### src/inc/pmic_gpio_map.svh
`ifndef PMIC_GPIO_MAP_SVH
`define PMIC_GPIO_MAP_SVH
// Register indices; byte address is four times the index
`define PIN0_CONFIG_IDX 10'h008
`define PIN1_CONFIG_IDX 10'h009
// Field positions inside each pin register
`define FLD_DIRECTION 0
`define FLD_LEVEL 1
`define FLD_DRIVER_TYPE 2
`define FLD_OUT_LEVEL 3
`define FLD_FILTER_ON 4
`define FLD_ALT_FUNC 5
// Reset values
`define RST_DIRECTION 1'h1
`define RST_DRIVER_TYPE 1'h0
`define RST_OUT_LEVEL 1'h0
`define RST_FILTER_ON 1'h0
`define RST_ALT_FUNC 1'h0
// Timing
`define FILTER_TIME_MS 30
`define CLK_RATE_HZ 125000000
`define MS_PER_S 1000
`define FILTER_CYCLES (`FILTER_TIME_MS * (`CLK_RATE_HZ / `MS_PER_S))
`define PIN_COUNT 2
`endif

### src/inc/pmic_gpio_pkg.sv
`include "pmic_gpio_map.svh"
package pmic_gpio_pkg;
  typedef logic [7:0] pin_reg_t;
  typedef logic [`PIN_COUNT-1:0] pin_vec_t;
  typedef enum logic {DIR_OUTPUT, DIR_INPUT} pin_dir_t;
  typedef enum logic {DRIVE_OPEN_DRAIN, DRIVE_PUSH_PULL} drive_t;
endpackage

### src/pmic_gpio_pin_control.sv
`timescale 1ns/10ps
`include "pmic_gpio_map.svh"
module pmic_gpio_pin_control
  import pmic_gpio_pkg::*;
#(
  parameter int ADDR_W = 12,
  parameter int FILTER_CYCLES = `FILTER_CYCLES,
  parameter logic PIN0_ALT_RESET = `RST_ALT_FUNC,
  parameter logic PIN1_ALT_RESET = `RST_ALT_FUNC
) (
  // Clock, reset, enable
  input wire logic CLK_IN,
  input wire logic RST_N_IN,
  input wire logic CE_IN,
  // APB slave
  input wire logic PSEL_IN,
  input wire logic PENABLE_IN,
  input wire logic PWRITE_IN,
  input wire logic [ADDR_W-1:0] PADDR_IN,
  input wire logic [31:0] PWDATA_IN,
  input wire logic [3:0] PSTRB_IN,
  output logic [31:0] PRDATA_OUT,
  output logic PREADY_OUT,
  output logic PSLVERR_OUT,
  // Pins, tri-state style three-signal form
  input wire logic [`PIN_COUNT-1:0] PIN_IN,
  output logic [`PIN_COUNT-1:0] PIN_OUT,
  output logic [`PIN_COUNT-1:0] PIN_OE_N_OUT,
  // Regulator side
  input wire logic [7:0] RAIL0_TARGET_VOLTAGE_IN,
  input wire logic [7:0] RAIL0_ALTERNATE_TARGET_VOLTAGE_IN,
  input wire logic RAIL2_SEQ_OUT_IN,
  output logic [7:0] RAIL0_TARGET_OUT,
  output logic RAIL0_USE_ALTERNATE_OUT
);
  localparam int CNT_W = $clog2(FILTER_CYCLES + 1);
  localparam logic [CNT_W-1:0] CNT_LAST = CNT_W'(FILTER_CYCLES - 1);

  // Refused at elaboration: the filter counter needs two states and the decode twelve address bits
  if (FILTER_CYCLES < 2 || ADDR_W < 12) begin : g_param_check
    $error("pmic_gpio_pin_control: unsupported parameter values");
  end

  // Configuration bits, one per pin; then the captured read data and error flag
  pin_vec_t dir_ff, nxt_dir;
  pin_vec_t dtype_ff, nxt_dtype;
  pin_vec_t dout_ff, nxt_dout;
  pin_vec_t dben_ff, nxt_dben;
  pin_vec_t alt_ff, nxt_alt;
  logic [31:0] rdata_ff, nxt_rdata;
  logic slverr_ff, nxt_slverr;

  // Input path
  pin_vec_t sync1_ff, sync2_ff;
  pin_vec_t level_ff, nxt_level;
  logic [CNT_W-1:0] cnt_ff [`PIN_COUNT];
  logic [CNT_W-1:0] nxt_cnt [`PIN_COUNT];

  // Output path
  pin_vec_t pout_ff, nxt_pout;
  pin_vec_t poe_n_ff, nxt_poe_n;
  logic [7:0] target_ff, nxt_target;

  logic setup_phase, access_wr, sel0, sel1;
  logic [ADDR_W-3:0] word_idx;

  assign word_idx = PADDR_IN[ADDR_W-1:2];
  assign sel0 = (word_idx == (ADDR_W-2)'(`PIN0_CONFIG_IDX));
  assign sel1 = (word_idx == (ADDR_W-2)'(`PIN1_CONFIG_IDX));
  assign setup_phase = PSEL_IN && !PENABLE_IN;
  assign access_wr = PSEL_IN && PENABLE_IN && PWRITE_IN && PSTRB_IN[0] && !slverr_ff;

  // Zero-wait slave: read data is captured in the setup cycle
  assign PREADY_OUT = 1'b1;
  assign PRDATA_OUT = rdata_ff;
  assign PSLVERR_OUT = slverr_ff && PSEL_IN && PENABLE_IN;

  function automatic pin_reg_t pack_reg(input int i);
    pin_reg_t r;
    r = '0;
    r[`FLD_DIRECTION] = dir_ff[i];
    r[`FLD_LEVEL] = level_ff[i];
    r[`FLD_DRIVER_TYPE] = dtype_ff[i];
    r[`FLD_OUT_LEVEL] = dout_ff[i];
    r[`FLD_FILTER_ON] = dben_ff[i];
    r[`FLD_ALT_FUNC] = alt_ff[i];
    return r;
  endfunction

  // Register file
  always_comb begin
    nxt_dir = dir_ff;
    nxt_dtype = dtype_ff;
    nxt_dout = dout_ff;
    nxt_dben = dben_ff;
    nxt_alt = alt_ff;
    nxt_rdata = rdata_ff;
    nxt_slverr = slverr_ff;
    if (setup_phase) begin
      nxt_slverr = !(sel0 || sel1);
      nxt_rdata = '0;
      if (sel0) begin
        nxt_rdata = {24'h000000, pack_reg(0)};
      end else if (sel1) begin
        nxt_rdata = {24'h000000, pack_reg(1)};
      end
    end
    // Unused bits are not stored and read back as zero
    for (int i = 0; i < `PIN_COUNT; i++) begin
      if (access_wr && ((i == 0) ? sel0 : sel1)) begin
        nxt_dir[i] = PWDATA_IN[`FLD_DIRECTION];
        nxt_dtype[i] = PWDATA_IN[`FLD_DRIVER_TYPE];
        nxt_dout[i] = PWDATA_IN[`FLD_OUT_LEVEL];
        nxt_dben[i] = PWDATA_IN[`FLD_FILTER_ON];
        nxt_alt[i] = PWDATA_IN[`FLD_ALT_FUNC];
      end
    end
  end

  always_ff @(posedge CLK_IN or negedge RST_N_IN) begin
    if (!RST_N_IN) begin
      dir_ff <= {`PIN_COUNT{`RST_DIRECTION}};
      dtype_ff <= {`PIN_COUNT{`RST_DRIVER_TYPE}};
      dout_ff <= {`PIN_COUNT{`RST_OUT_LEVEL}};
      dben_ff <= {`PIN_COUNT{`RST_FILTER_ON}};
      alt_ff <= {PIN1_ALT_RESET, PIN0_ALT_RESET};
      rdata_ff <= '0;
      slverr_ff <= 1'b0;
    end else if (CE_IN) begin
      dir_ff <= nxt_dir;
      dtype_ff <= nxt_dtype;
      dout_ff <= nxt_dout;
      dben_ff <= nxt_dben;
      alt_ff <= nxt_alt;
      rdata_ff <= nxt_rdata;
      slverr_ff <= nxt_slverr;
    end
  end

  // Pin synchroniser
  always_ff @(posedge CLK_IN or negedge RST_N_IN) begin
    if (!RST_N_IN) begin
      sync1_ff <= '0;
      sync2_ff <= '0;
    end else if (CE_IN) begin
      sync1_ff <= PIN_IN;
      sync2_ff <= sync1_ff;
    end
  end

  // Debounce: a change must hold for the whole interval before it is accepted
  always_comb begin
    nxt_level = level_ff;
    for (int i = 0; i < `PIN_COUNT; i++) begin
      nxt_cnt[i] = '0;
      if (!dben_ff[i]) begin
        nxt_level[i] = sync2_ff[i];
      end else if (sync2_ff[i] != level_ff[i]) begin
        if (cnt_ff[i] == CNT_LAST) begin
          nxt_level[i] = sync2_ff[i];
        end else begin
          nxt_cnt[i] = cnt_ff[i] + CNT_W'(1);
        end
      end
    end
  end

  always_ff @(posedge CLK_IN or negedge RST_N_IN) begin
    if (!RST_N_IN) begin
      level_ff <= '0;
      for (int i = 0; i < `PIN_COUNT; i++) begin
        cnt_ff[i] <= '0;
      end
    end else if (CE_IN) begin
      level_ff <= nxt_level;
      for (int i = 0; i < `PIN_COUNT; i++) begin
        cnt_ff[i] <= nxt_cnt[i];
      end
    end
  end

  // Pin drivers and rail 0 target selection
  always_comb begin
    nxt_pout = '0;
    nxt_poe_n = '1;
    for (int i = 0; i < `PIN_COUNT; i++) begin
      if (i == 1 && alt_ff[i]) begin
        nxt_pout[i] = RAIL2_SEQ_OUT_IN;
        nxt_poe_n[i] = 1'b0;
      end else if (pin_dir_t'(dir_ff[i]) == DIR_OUTPUT) begin
        if (drive_t'(dtype_ff[i]) == DRIVE_PUSH_PULL) begin
          nxt_pout[i] = dout_ff[i];
          nxt_poe_n[i] = 1'b0;
        end else begin
          // Open drain only ever pulls low; high is released
          nxt_pout[i] = 1'b0;
          nxt_poe_n[i] = dout_ff[i];
        end
      end
    end
    nxt_target = alt_ff[0] ? RAIL0_ALTERNATE_TARGET_VOLTAGE_IN : RAIL0_TARGET_VOLTAGE_IN;
  end

  always_ff @(posedge CLK_IN or negedge RST_N_IN) begin
    if (!RST_N_IN) begin
      pout_ff <= '0;
      poe_n_ff <= '1;
      target_ff <= '0;
    end else if (CE_IN) begin
      pout_ff <= nxt_pout;
      poe_n_ff <= nxt_poe_n;
      target_ff <= nxt_target;
    end
  end

  assign PIN_OUT = pout_ff;
  assign PIN_OE_N_OUT = poe_n_ff;
  assign RAIL0_TARGET_OUT = target_ff;
  assign RAIL0_USE_ALTERNATE_OUT = alt_ff[0];
endmodule
### config.mk
export PLATFORM = sky130hd
export DESIGN_NAME = pmic_gpio_pin_control
export DESIGN_NICKNAME = d
export VERILOG_FILES = /design/src/inc/pmic_gpio_pkg.sv /design/src/pmic_gpio_pin_control.sv
export VERILOG_INCLUDE_DIRS = /design/src /design/src/inc
export SDC_FILE = /design/constraint.sdc
export NUM_CORES = 1
export LEC_CHECK = 0
export ABC_CLOCK_PERIOD_IN_PS = 2400
export BUFFER_PORTS_ARGS = -buffer_cell sky130_fd_sc_hd__buf_2
export CAP_MARGIN = 20
export CORE_UTILIZATION = 47
export DETAILED_ROUTE_END_ITERATION = 12
export PLACE_DENSITY = 0.76
export SYNTH_ARGS = -nofsm -noshare
export SYNTH_HDL_FRONTEND = slang
export SYNTH_SLANG_ARGS = --single-unit
### constraint.sdc
create_clock -name CLK_IN -period 2.4 [get_ports CLK_IN]
set_clock_uncertainty 0.2 [all_clocks]
set_input_delay 0.24 -clock CLK_IN [delete_from_list [all_inputs] [get_ports CLK_IN]]
set_output_delay 0.24 -clock CLK_IN [all_outputs]
set_load 0.05 [all_outputs]
==> reports/qor.yml, run 1 <==
layout:
  area_growth_pct: 18.3
  layout-drive-gt1-share_pct: 23.0
  largest_reg_flops: 44
  nNetsFinal: 594
  fin_util_pct: 57.3
  top_register: "cnt_ff"
  n_antenna_cell: 0
setup_path:
  worst-path-max-fanout: 11
  r2r_setup_slack_ns: 0.14
  arrival_ns: 2.31
  start_kind: "flip-flop"
  cp-end-kind: "flip-flop"
  rr_worst_depth: 5
  required_ns: 2.45
  r2r_start: "cnt_ff[36]$_DFFE_PN0P_"
  setup.worst_path.class: "flip-flop to flip-flop"
  crit_start: "cnt_ff[36]$_DFFE_PN0P_"
  r2r-end: "cnt_ff[32]$_DFFE_PN0P_"
synth:
  avgSynthCellArea_sq_um: 9.78
  ys_seq_elements: 79
  synth_edf_count: 0
  ys.flop_type: "dfrtp_1"
  syn-instance-count: 432
  netlist_area_sq_mm: 0.00423
  ys_seq_area_share_pct: 46.9
  async_flop_share_pct: 100
  yosysWarnings: 0
  yosysUniqueCellTypes: 49
route:
  final_antenna_net_count: 0
  wl_per_cell_microns: 13.8
  drt-initial-drc-count: 121
  drt-total-wl_microns: 8730
  dr_total_vias: 3415
  drt_pass1_iterations: 4
  vias_per_cell: 5.42
  drcViolationCount: 0
min_path:
  min_to: "RAIL0_TARGET_OUT[3]$_DFFE_PN0P_"
  hold_depth: 3
  hold_class: "primary input to flip-flop"
  hp-start: "RAIL0_TARGET_VOLTAGE_IN[3]"
timing:
  fin_ws_ns: 0.135
  fmax_ghz: 0.442
  hold_viol: 0
  slew_headroom_pct: 63.2
  setup_viol: 0
  drv_slew: 0
  tns_ns: 0
  fin_crit_ns: 2.26
  final.period_utilization_pct: 94.4
  worst_pin_slew_ns: 0.552
  rsz0062_at_grt: "false"
clock_tree:
  clk_latency_ns: 0.36
  clockRootBuffer: "clkbuf_8"
  clock_path_buffers: 2
  cts_tree: "done"
  clock-sinks: 79
  clk_pin_slew_ns: 0.09
  cts_buffers: 9
  post_cts_buffers: 0
  htreeDepth: 3
grt:
  antenna_found_initial: 0
  grt_max_degree: 43
  grt_pass1_wl_microns: 15000
  grt_pass1_vias: 3255
  grtUsageTotal_pct: 19.5
  grt_overflow: 0
pwr:
  p_seq_share_pct: 50.6
  internal_power_uw: 1950
  netSwitchingFraction_pct: 28.6
  power_density_mw_per_mm2: 546
  ir_worst_vdd_mv: 0.366
  clkPwrFrac_pct: 37.1
  comb_power_share_pct: 12.3
  leakage_uw: 0.00238
  power_switching_uw: 782
floorplan:
  ios: 120
  die_width_microns: 96.8
  initial_utilization_pct: 48.5
  core-area_sq_mm: 0.00872
  die_y_microns: 96.8
  num_rows: 34
  die_area_sq_mm: 0.00938
job:
  drv_cap: 0
place:
  gp_congestion: 0.829
  hpwl_microns: 6010
  buffer_ports.inserted: 60
  preCtsSetupSlack_ns: 0.00278
run_status:
  status: "complete, no violations"
-- cell usage after synthesis (6+ instances only) --
cell type  instances  area share [%]
a211o_1           11             2.3
a21oi_1           16             1.9
and3_1            18             2.7
buf_4             28             5.0
clkbuf_1          12             1.1
dfrtp_1           75              44
inv_1              7            0.62
mux2_2            16             4.3
mux2i_1           16             3.8
nand2_1           32             2.8
nand3_1           16             1.9
nand4_1           17             2.5
nor2_1            41             3.6
nor3_1            24             2.8
nor4_1             7             1.0
o21ai_0           15             1.8
xnor2_1            6             1.2
xor2_1            15             3.1
-- per-layer routing --
metal	GRT usage, %	vias to the layer above	share of wire (%)	wire length (microns)
met4	9.64	0	2.2	188
li1	-	1667	-	-
met1	25.1	1625	45	3970
met2	32.2	107	49	4250
met5	0	-	0	0
met3	2.89	16	3.7	320
-- layout make-up --
class                           count  area (sq um)
Multi-Input combinational cell    324          2020
Clock buffer                        9           124
Inverter                            7          26.3
Fill cell                         735          3720
Clock inverter                      7          81.3
Tap cell                          108           135
Sequential cell                    79          1980
Timing Repair Buffer               96           628
-- worst max-delay path: stages (launching register included) --
cell and delay, ns:
dfrtp_1 0.38, or4b_4 0.55, nor4_4 0.35, a21oi_2 0.21
and3_1 0.21, a211o_1 0.26
-- worst max path at each step --
stage | slack (ns) | cells after the start | endpoint
2_1_floorplan | 0.14 | 6 | cnt_ff[32]$_DFFE_PN0P_
3_3_place_gp | 0.02 | 5 | cnt_ff[42]$_DFFE_PN0P_
3_5_place_dp | 0.003 | 5 | cnt_ff[32]$_DFFE_PN0P_
4_1_cts | 0.03 | 5 | cnt_ff[25]$_DFFE_PN0P_
5_1_grt | 0.05 | 5 | cnt_ff[32]$_DFFE_PN0P_
6_report | 0.14 | 5 | cnt_ff[32]$_DFFE_PN0P_
-- cell families (layout without fill, tap and decap cells) --
family                   Yosys count  count (layout)  synth area share, %
AND/OR/NAND/NOR                  179             179                 22.2
flip-flops                        79              79                 46.9
AO/OA/AOI/OAI                     61              61                 9.41
buffers and inverters             54             119                 7.70
multiplexers                      32              32                 8.05
XOR/XNOR                          21              21                 4.35
adder cells (fa/ha/maj)            4               4                 1.18
other                              2              27                0.178
-- power by group through the flow --
stage | clock network (uW) | registers (uW) | logic [uW]
after floorplan | 0 | 1460 | 203
after global placement | 0 | 1410 | 310
after detailed placement | 0 | 1410 | 318
after CTS | 1030 | 1380 | 338
after global routing | 1080 | 1390 | 363
final | 1010 | 1380 | 337
-- layout by cell type (no fill, tap or decap), drive strengths merged, types with 6 or more instances in the layout --
cell type / instances
mux2i: 16
a21oi: 16
and3: 18
buf: 79
dlygate4sd3: 17
o21ai: 15
inv: 9
dfrtp: 75
clkbuf: 9
mux2: 16
xnor2: 6
nand2: 32
nand4: 17
conb: 27
nor2: 41
xor2: 15
nand3: 16
nor4: 8
a211o: 12
nor3: 24
-- per-stage QoR --
step                instances  hold WS [ns]  power, uW  cell area (sq um)
floorplan                 457        -0.256       1660               4320
global placement          597        0.0725       1720               4610
detailed placement        597        0.0796       1720               4610
CTS                       629      0.000117       2750               4980
global route              630       0.00185       2830               5000
finish                    630       0.00748       2730               5000
-- repair_timing --
| action | in CTS | in global routing |
|---|---|---|
| hold buffers | 16 | 1 |
| endpoints found under the hold margin | 58 | 1 |
| pin swaps | 0 | 1 |
| endpoints found under the setup margin | 3 | 11 |
| gates resized for setup | 1 | 1 |
No activity file was read; power rests on OpenSTA's default activity.
==> inputs of run 2 (changes only) <==
--- a/config.mk
+++ b/config.mk
@@ -9,6 +9,7 @@
 export ABC_CLOCK_PERIOD_IN_PS = 2400
 export BUFFER_PORTS_ARGS = -buffer_cell sky130_fd_sc_hd__buf_2
 export CAP_MARGIN = 20
+export CORE_MARGIN = 4
 export CORE_UTILIZATION = 47
 export DETAILED_ROUTE_END_ITERATION = 12
 export PLACE_DENSITY = 0.76
==> run 2 against run 1 <==
Hold slack gained 0.083 ns. Non-clock buffer count grew 8. Via count grew 2.0%. Clock-buffer cell count is the same. Largest power group unchanged. Clock power grew 16%. Worst setup slack lost 0.0089 ns. First-iteration DRC count grew 34%. Register-to-register slack is essentially flat. Sequential power is essentially flat. Maximum frequency shrank 0.39%.
==> reports/qor.yml, run 2 (synthesis results as in run 1) <==
route:
  final_antenna_net_count: 0  # unchanged
  dr_total_vias: 3485  # +2.0%
  drt-total-wl_microns: 9840  # +13%
  drcViolationCount: 0  # unchanged
  wl_per_cell_microns: 15.4  # +11%
  drt_pass1_iterations: 4  # unchanged
  drt-initial-drc-count: 162  # +34%
  vias_per_cell: 5.46  # +0.77%
layout:
  layout-drive-gt1-share_pct: 22.6  # -0.35 points
  top_register: "cnt_ff"
  mostFrequentLayoutCell: "dfrtp_1"
  stdcell_count: 638  # +1.3%
  final_cell_mix: "75 x dfrtp_1, 59 x buf_2, 41 x nor2_1, 32 x nand2_1, 27 x conb_1"
  largest_reg_flops: 44  # unchanged
  n_antenna_cell: 0  # unchanged
  area_growth_pct: 20.9
  nNetsFinal: 602  # +1.3%
floorplan:
  ios: 120  # unchanged
  die_area_sq_mm: 0.0106  # +13%
  core-area_sq_mm: 0.00872  # unchanged
  num_rows: 34  # unchanged
  initial_utilization_pct: 48.5  # unchanged
  die_y_microns: 103  # +6.2%
  die_width_microns: 103  # +6.2%
grt:
  antenna_found_initial: 0  # unchanged
  grt_overflow: 0  # unchanged
  grt_max_degree: 47  # +9.3%
  grt_pass1_vias: 3443  # +5.8%
  grtUsageTotal_pct: 19.5  # -0.052 points
  grt_pass1_wl_microns: 16200  # +8.2%
clock_tree:
  clk_latency_ns: 0.37  # about the same
  htreeDepth: 3  # unchanged
  cts_tree: "done"
  cts_buffers: 9  # unchanged
  clock_path_buffers: 2  # unchanged
  clk_pin_slew_ns: 0.09  # about the same
  clock-sinks: 79  # unchanged
  clockRootBuffer: "clkbuf_8"
  post_cts_buffers: 0  # unchanged
place:
  gp_congestion: 0.934  # +13%
  dp_cells: 597  # unchanged
  hpwl_microns: 6410  # +6.6%
  buffer_ports.inserted: 60  # unchanged
  preCtsSetupSlack_ns: -0.0319  # -0.0347 ns
setup_path:
  required_ns: 2.46  # about the same
  start_kind: "flip-flop"
  arrival_ns: 2.33  # +0.02 ns
  cp-end-kind: "flip-flop"
  setup.worst_path.class: "flip-flop to flip-flop"
  worst-path-max-fanout: 11  # unchanged
timing:
  setup_viol: 0  # unchanged
  fin_ws_ns: 0.126  # -0.00891 ns
  drv_slew: 0  # unchanged
  fin_hold_ws_ns: 0.0906  # +0.0832 ns
  fin_crit_ns: 2.27  # +0.00891 ns
  worst_pin_slew_ns: 0.604  # +0.0514 ns
  hold_viol: 0  # unchanged
  final.period_utilization_pct: 94.7  # +0.37 points
  slew_headroom_pct: 59.8  # -3.4 points
  rsz0062_at_grt: "true"
  fmax_ghz: 0.440  # -0.39%
pwr:
  total_power_uw: 2900  # +6.3%
  leakage_uw: 0.00243  # +1.9%
  ir_worst_vdd_mv: 0.577  # +58%
  power_density_mw_per_mm2: 569  # +4.1%
job:
  drv_cap: 0  # unchanged
min_path:
  hold_class: "primary input to flip-flop"
run_status:
  status: "complete, no violations"
run 2: changes by cell type in the layout (fill, tap and decap cells not counted):
cell,before,now
bufinv_16,1,2
clkinv_2,1,0
clkinv_4,3,0
dlygate4sd3_1,17,25
inv_6,1,3
inv_8,1,2
run 2: final timing paths:
path | start | slack, ns | to | depth (start not counted)
setup reg to reg | cnt_ff[22]$_DFFE_PN0P_ | 0.13 | cnt_ff[42]$_DFFE_PN0P_ | 6
min in group asynchronous | RST_N_IN | 0.20 | cnt_ff[10]$_DFFE_PN0P_ | 2
hold reg to reg | PRDATA_OUT[0]$_DFFE_PN0P_ | 0.28 | PRDATA_OUT[0]$_DFFE_PN0P_ | 2
setup / recovery | cnt_ff[22]$_DFFE_PN0P_ | 0.13 | cnt_ff[42]$_DFFE_PN0P_ | 6
hold / removal | PADDR_IN[3] | 0.09 | slverr_ff$_DFFE_PN0P_ | 3
max in group asynchronous | RST_N_IN | 1.13 | PIN_OE_N_OUT[0]$_DFFE_PN1P_ | 3
run 2: worst max-delay path, cell delays in order, from the launching register on:
cell and delay [ns]:
dfrtp_1 0.43, ha_1 0.20, nand4_1 0.18, nor4_4 0.46, a21oi_2 0.22, and3_1 0.21
a211o_1 0.26
run 2: cell type report:
cell class	instances	area (sq um)
clock buffer	9	124
timing repair buffer	104	708
sequential	79	1980
inverter	7	26.3
fill	702	3610
tap	108	135
clock inverter	7	109
multi-input combinational	324	2020
run 2: routing by layer:
| layer | part of all wire [%] | wire length [microns] | track usage, % |
|---|---|---|---|
| met1 | 42 | 4120 | 24.0 |
| met2 | 50 | 4960 | 32.9 |
| met3 | 6.0 | 587 | 5.21 |
| met4 | 1.8 | 173 | 7.07 |
| met5 | 0 | 0 | 0 |
run 2: what timing repair did:
action	4_1_cts	5_1_grt
pin swaps	0	1
hold buffers	25	0
hold endpoints to repair	62	0
setup endpoints to repair	10	10
gates resized for setup	1	1
run 2: per-stage QoR:
step	setup TNS (ns)	area [sq um]	utilization [%]
floorplan	0	4320	-
global placement	0	4610	52.9
detailed placement	-0.0760	4610	52.9
CTS	0	5100	58.5
global route	0	5110	58.6
finish	0	5110	58.6
run 2: power by group:
| part | total [uW] | internal [uW] | switching (uW) |
|---|---|---|---|
| Combinational | 353 | 103 | 250 |
| Clock | 1170 | 611 | 559 |
| Sequential | 1380 | 1360 | 20.1 |
==> inputs of run 3 (changes only) <==
--- a/config.mk
+++ b/config.mk
@@ -12,6 +12,7 @@
 export CORE_MARGIN = 4
 export CORE_UTILIZATION = 47
 export DETAILED_ROUTE_END_ITERATION = 12
+export GPL_TIMING_DRIVEN = 0
 export PLACE_DENSITY = 0.76
 export SYNTH_ARGS = -nofsm -noshare
 export SYNTH_HDL_FRONTEND = slang
==> run 3 against run 2 <==
Flip-flop and latch count unchanged. Combinational power increased by 7.9%. Maximum frequency decreased by 1.9%. Hold slack got worse by 0.073 ns. Critical path type unchanged. Critical endpoint is now cnt_ff[32]$_DFFE_PN0P_.
==> reports/qor.yml, run 3 (synthesis results as in run 1) <==
place:
  gp_congestion: 0.895  # -4.2%
  buffer_ports.inserted: 58  # -3.3%
  hpwl_microns: 6950  # +8.5%
pwr:
  power_switching_uw: 794  # -4.3%
  ir_worst_vdd_mv: 0.319  # -45%
  clkPwrFrac_pct: 34.7  # -5.6 points
  leakage_uw: 0.00249  # +2.5%
  power_density_mw_per_mm2: 519  # -8.7%
  p_seq_share_pct: 51.2  # +3.7 points
  comb_power_share_pct: 14.1  # +1.9 points
  internal_power_uw: 1900  # -8.3%
  netSwitchingFraction_pct: 29.4  # +0.89 points
floorplan:
  die_width_microns: 103  # unchanged
  die_y_microns: 103  # unchanged
  num_rows: 34  # unchanged
  ios: 120  # unchanged
  core-area_sq_mm: 0.00872  # unchanged
  die_area_sq_mm: 0.0106  # unchanged
  initial_utilization_pct: 48.5  # unchanged
timing:
  worst_pin_slew_ns: 0.658  # +0.0541 ns
  final.period_utilization_pct: 96.6  # +1.9 points
  tns_ns: 0  # unchanged
  slew_headroom_pct: 56.2  # -3.6 points
  fmax_ghz: 0.431  # -1.9%
  fin_hold_ws_ns: 0.0173  # -0.0734 ns
  setup_viol: 0  # unchanged
  drv_slew: 0  # unchanged
  rsz0062_at_grt: "false"
  fin_crit_ns: 2.32  # +0.0446 ns
  hold_viol: 0  # unchanged
route:
  drt_pass1_iterations: 5  # +1
  vias_per_cell: 5.52  # +0.97%
  dr_total_vias: 3651  # +4.8%
  final_antenna_net_count: 0  # unchanged
  drcViolationCount: 0  # unchanged
  drt-initial-drc-count: 230  # +42%
  drt-total-wl_microns: 9890  # +0.51%
  wl_per_cell_microns: 14.9  # -3.1%
layout:
  mostFrequentLayoutCell: "dfrtp_1"
  n_antenna_cell: 0  # unchanged
  layout-drive-gt1-share_pct: 25.5  # +2.8 points
  final_cell_mix: "74 x dfrtp_1, 59 x buf_2, 40 x nor2_1, 32 x nand2_1, 32 x buf_4"
  area_growth_pct: 23.0
  largest_reg_flops: 44  # unchanged
  nNetsFinal: 626  # +4.0%
  top_register: "cnt_ff"
grt:
  grt_pass1_wl_microns: 16600  # +2.4%
  grt_overflow: 0  # unchanged
  grt_max_degree: 68  # +45%
  antenna_found_initial: 0  # unchanged
  grtUsageTotal_pct: 19.8  # +0.34 points
  grt_pass1_vias: 3600  # +4.6%
setup_path:
  cp_slowest_stage_delay_ns: 0.57  # +0.11 ns
  crit_buf_inv: 1  # +1
  worstPathCellList: "or4b_1, nor3_2, a21oi_1, buf_6, and3_1, a211o_1"
  cp_top_family: "simple AND/OR/NAND/NOR gates"
  arrival_ns: 2.35  # +0.02 ns
  setup.worst_path.class: "flip-flop to flip-flop"
  worst_path_max_delay_cell: "or4b_1"
  start_kind: "flip-flop"
  required_ns: 2.43  # -0.03 ns
  worst-path-max-fanout: 10  # -1
  cp-end-kind: "flip-flop"
clock_tree:
  clock_path_buffers: 2  # unchanged
  cts_buffers: 9  # unchanged
  clock-sinks: 79  # unchanged
  cts_tree: "done"
  htreeDepth: 3  # unchanged
  clockRootBuffer: "clkbuf_8"
  clk_pin_slew_ns: 0.09  # about the same
  clk_latency_ns: 0.35  # -0.02 ns
job:
  drv_cap: 0  # unchanged
run_status:
  status: "complete, no violations"
min_path:
  hold_class: "primary input to flip-flop"
[run 3: cell count changes in the layout (fill, tap and decap cells not counted), moves of 2 or more]
cell,before,now
buf_4,19,32
clkbuf_1,0,12
dlygate4sd3_1,25,18
buf_1,0,3
clkinv_4,0,3
nor3_1,24,21
nor3_2,0,3
buf_6,0,2
bufinv_16,2,0
inv_8,2,0
[run 3: path summary, 6_finish.rpt]
check	slack, ns	to	cells past startpoint	startpoint
worst max-delay path	0.08	cnt_ff[32]$_DFFE_PN0P_	6	cnt_ff[30]$_DFFE_PN0P_
worst max register to register	0.08	cnt_ff[32]$_DFFE_PN0P_	6	cnt_ff[30]$_DFFE_PN0P_
max in group asynchronous	1.30	PIN_OE_N_OUT[1]$_DFFE_PN1P_	3	RST_N_IN
worst min-delay path	0.02	RAIL0_TARGET_OUT[4]$_DFFE_PN0P_	3	RAIL0_ALTERNATE_TARGET_VOLTAGE_IN[4]
min in group asynchronous	0.08	cnt_ff[37]$_DFFE_PN0P_	2	RST_N_IN
worst min register to register	0.29	PIN_OE_N_OUT[1]$_DFFE_PN1P_	2	PIN_OE_N_OUT[1]$_DFFE_PN1P_
[run 3: per-layer routing]
metal,vias to the layer above,share of wire [%],global-route usage (%)
met5,-,0,0
met4,0,1.8,6.27
met3,19,5.7,4.13
met2,123,51,33.4
met1,1780,42,25.7
li1,1729,-,-
[run 3: metrics by stage]
stage          setup WS [ns]  total power [uW]  std cells  util [%]  area (sq um)
2_1_floorplan          0.139              1660        457         -          4320
3_3_place_gp         -0.0864              1750        623      54.4          4750
3_5_place_dp          -0.135              1760        624      54.8          4780
4_1_cts               0.0954              2710        661      59.3          5170
5_1_grt              0.00854              2810        662      59.6          5200
6_report              0.0818              2700        662      59.6          5200
[run 3: repair_timing]
action                     CTS  global route
hold endpoints to repair    93             0
hold buffers                18             0
gates resized for setup      1             5
setup endpoints to repair   21            16
buffers inserted             3             0
pin swaps                    3             0
[run 3: worst reg2reg max path: stages, from the launching register on]
cell     delay (ns)
dfrtp_1        0.45
or4b_1         0.57
nor3_2         0.25
a21oi_1        0.15
buf_6          0.17
and3_1         0.16
a211o_1        0.27
[run 3: layout make-up]
class / count / area, sq um
repair buffers: 81 / 528
well taps: 108 / 135
clock inverters: 6 / 51.3
inverters: 7 / 26.3
fillers: 724 / 3520
multi-input cells: 324 / 2040
flip-flops and latches: 79 / 1980
plain buffers: 47 / 299
clock buffers: 10 / 138
[run 3: power groups by stage]
stage	registers [uW]	clock network [uW]	logic [uW]
4_1_cts	1380	950	380
2_1_floorplan	1460	0	203
6_report	1380	935	381
5_1_grt	1390	1010	410
3_5_place_dp	1410	0	359
3_3_place_gp	1410	0	345
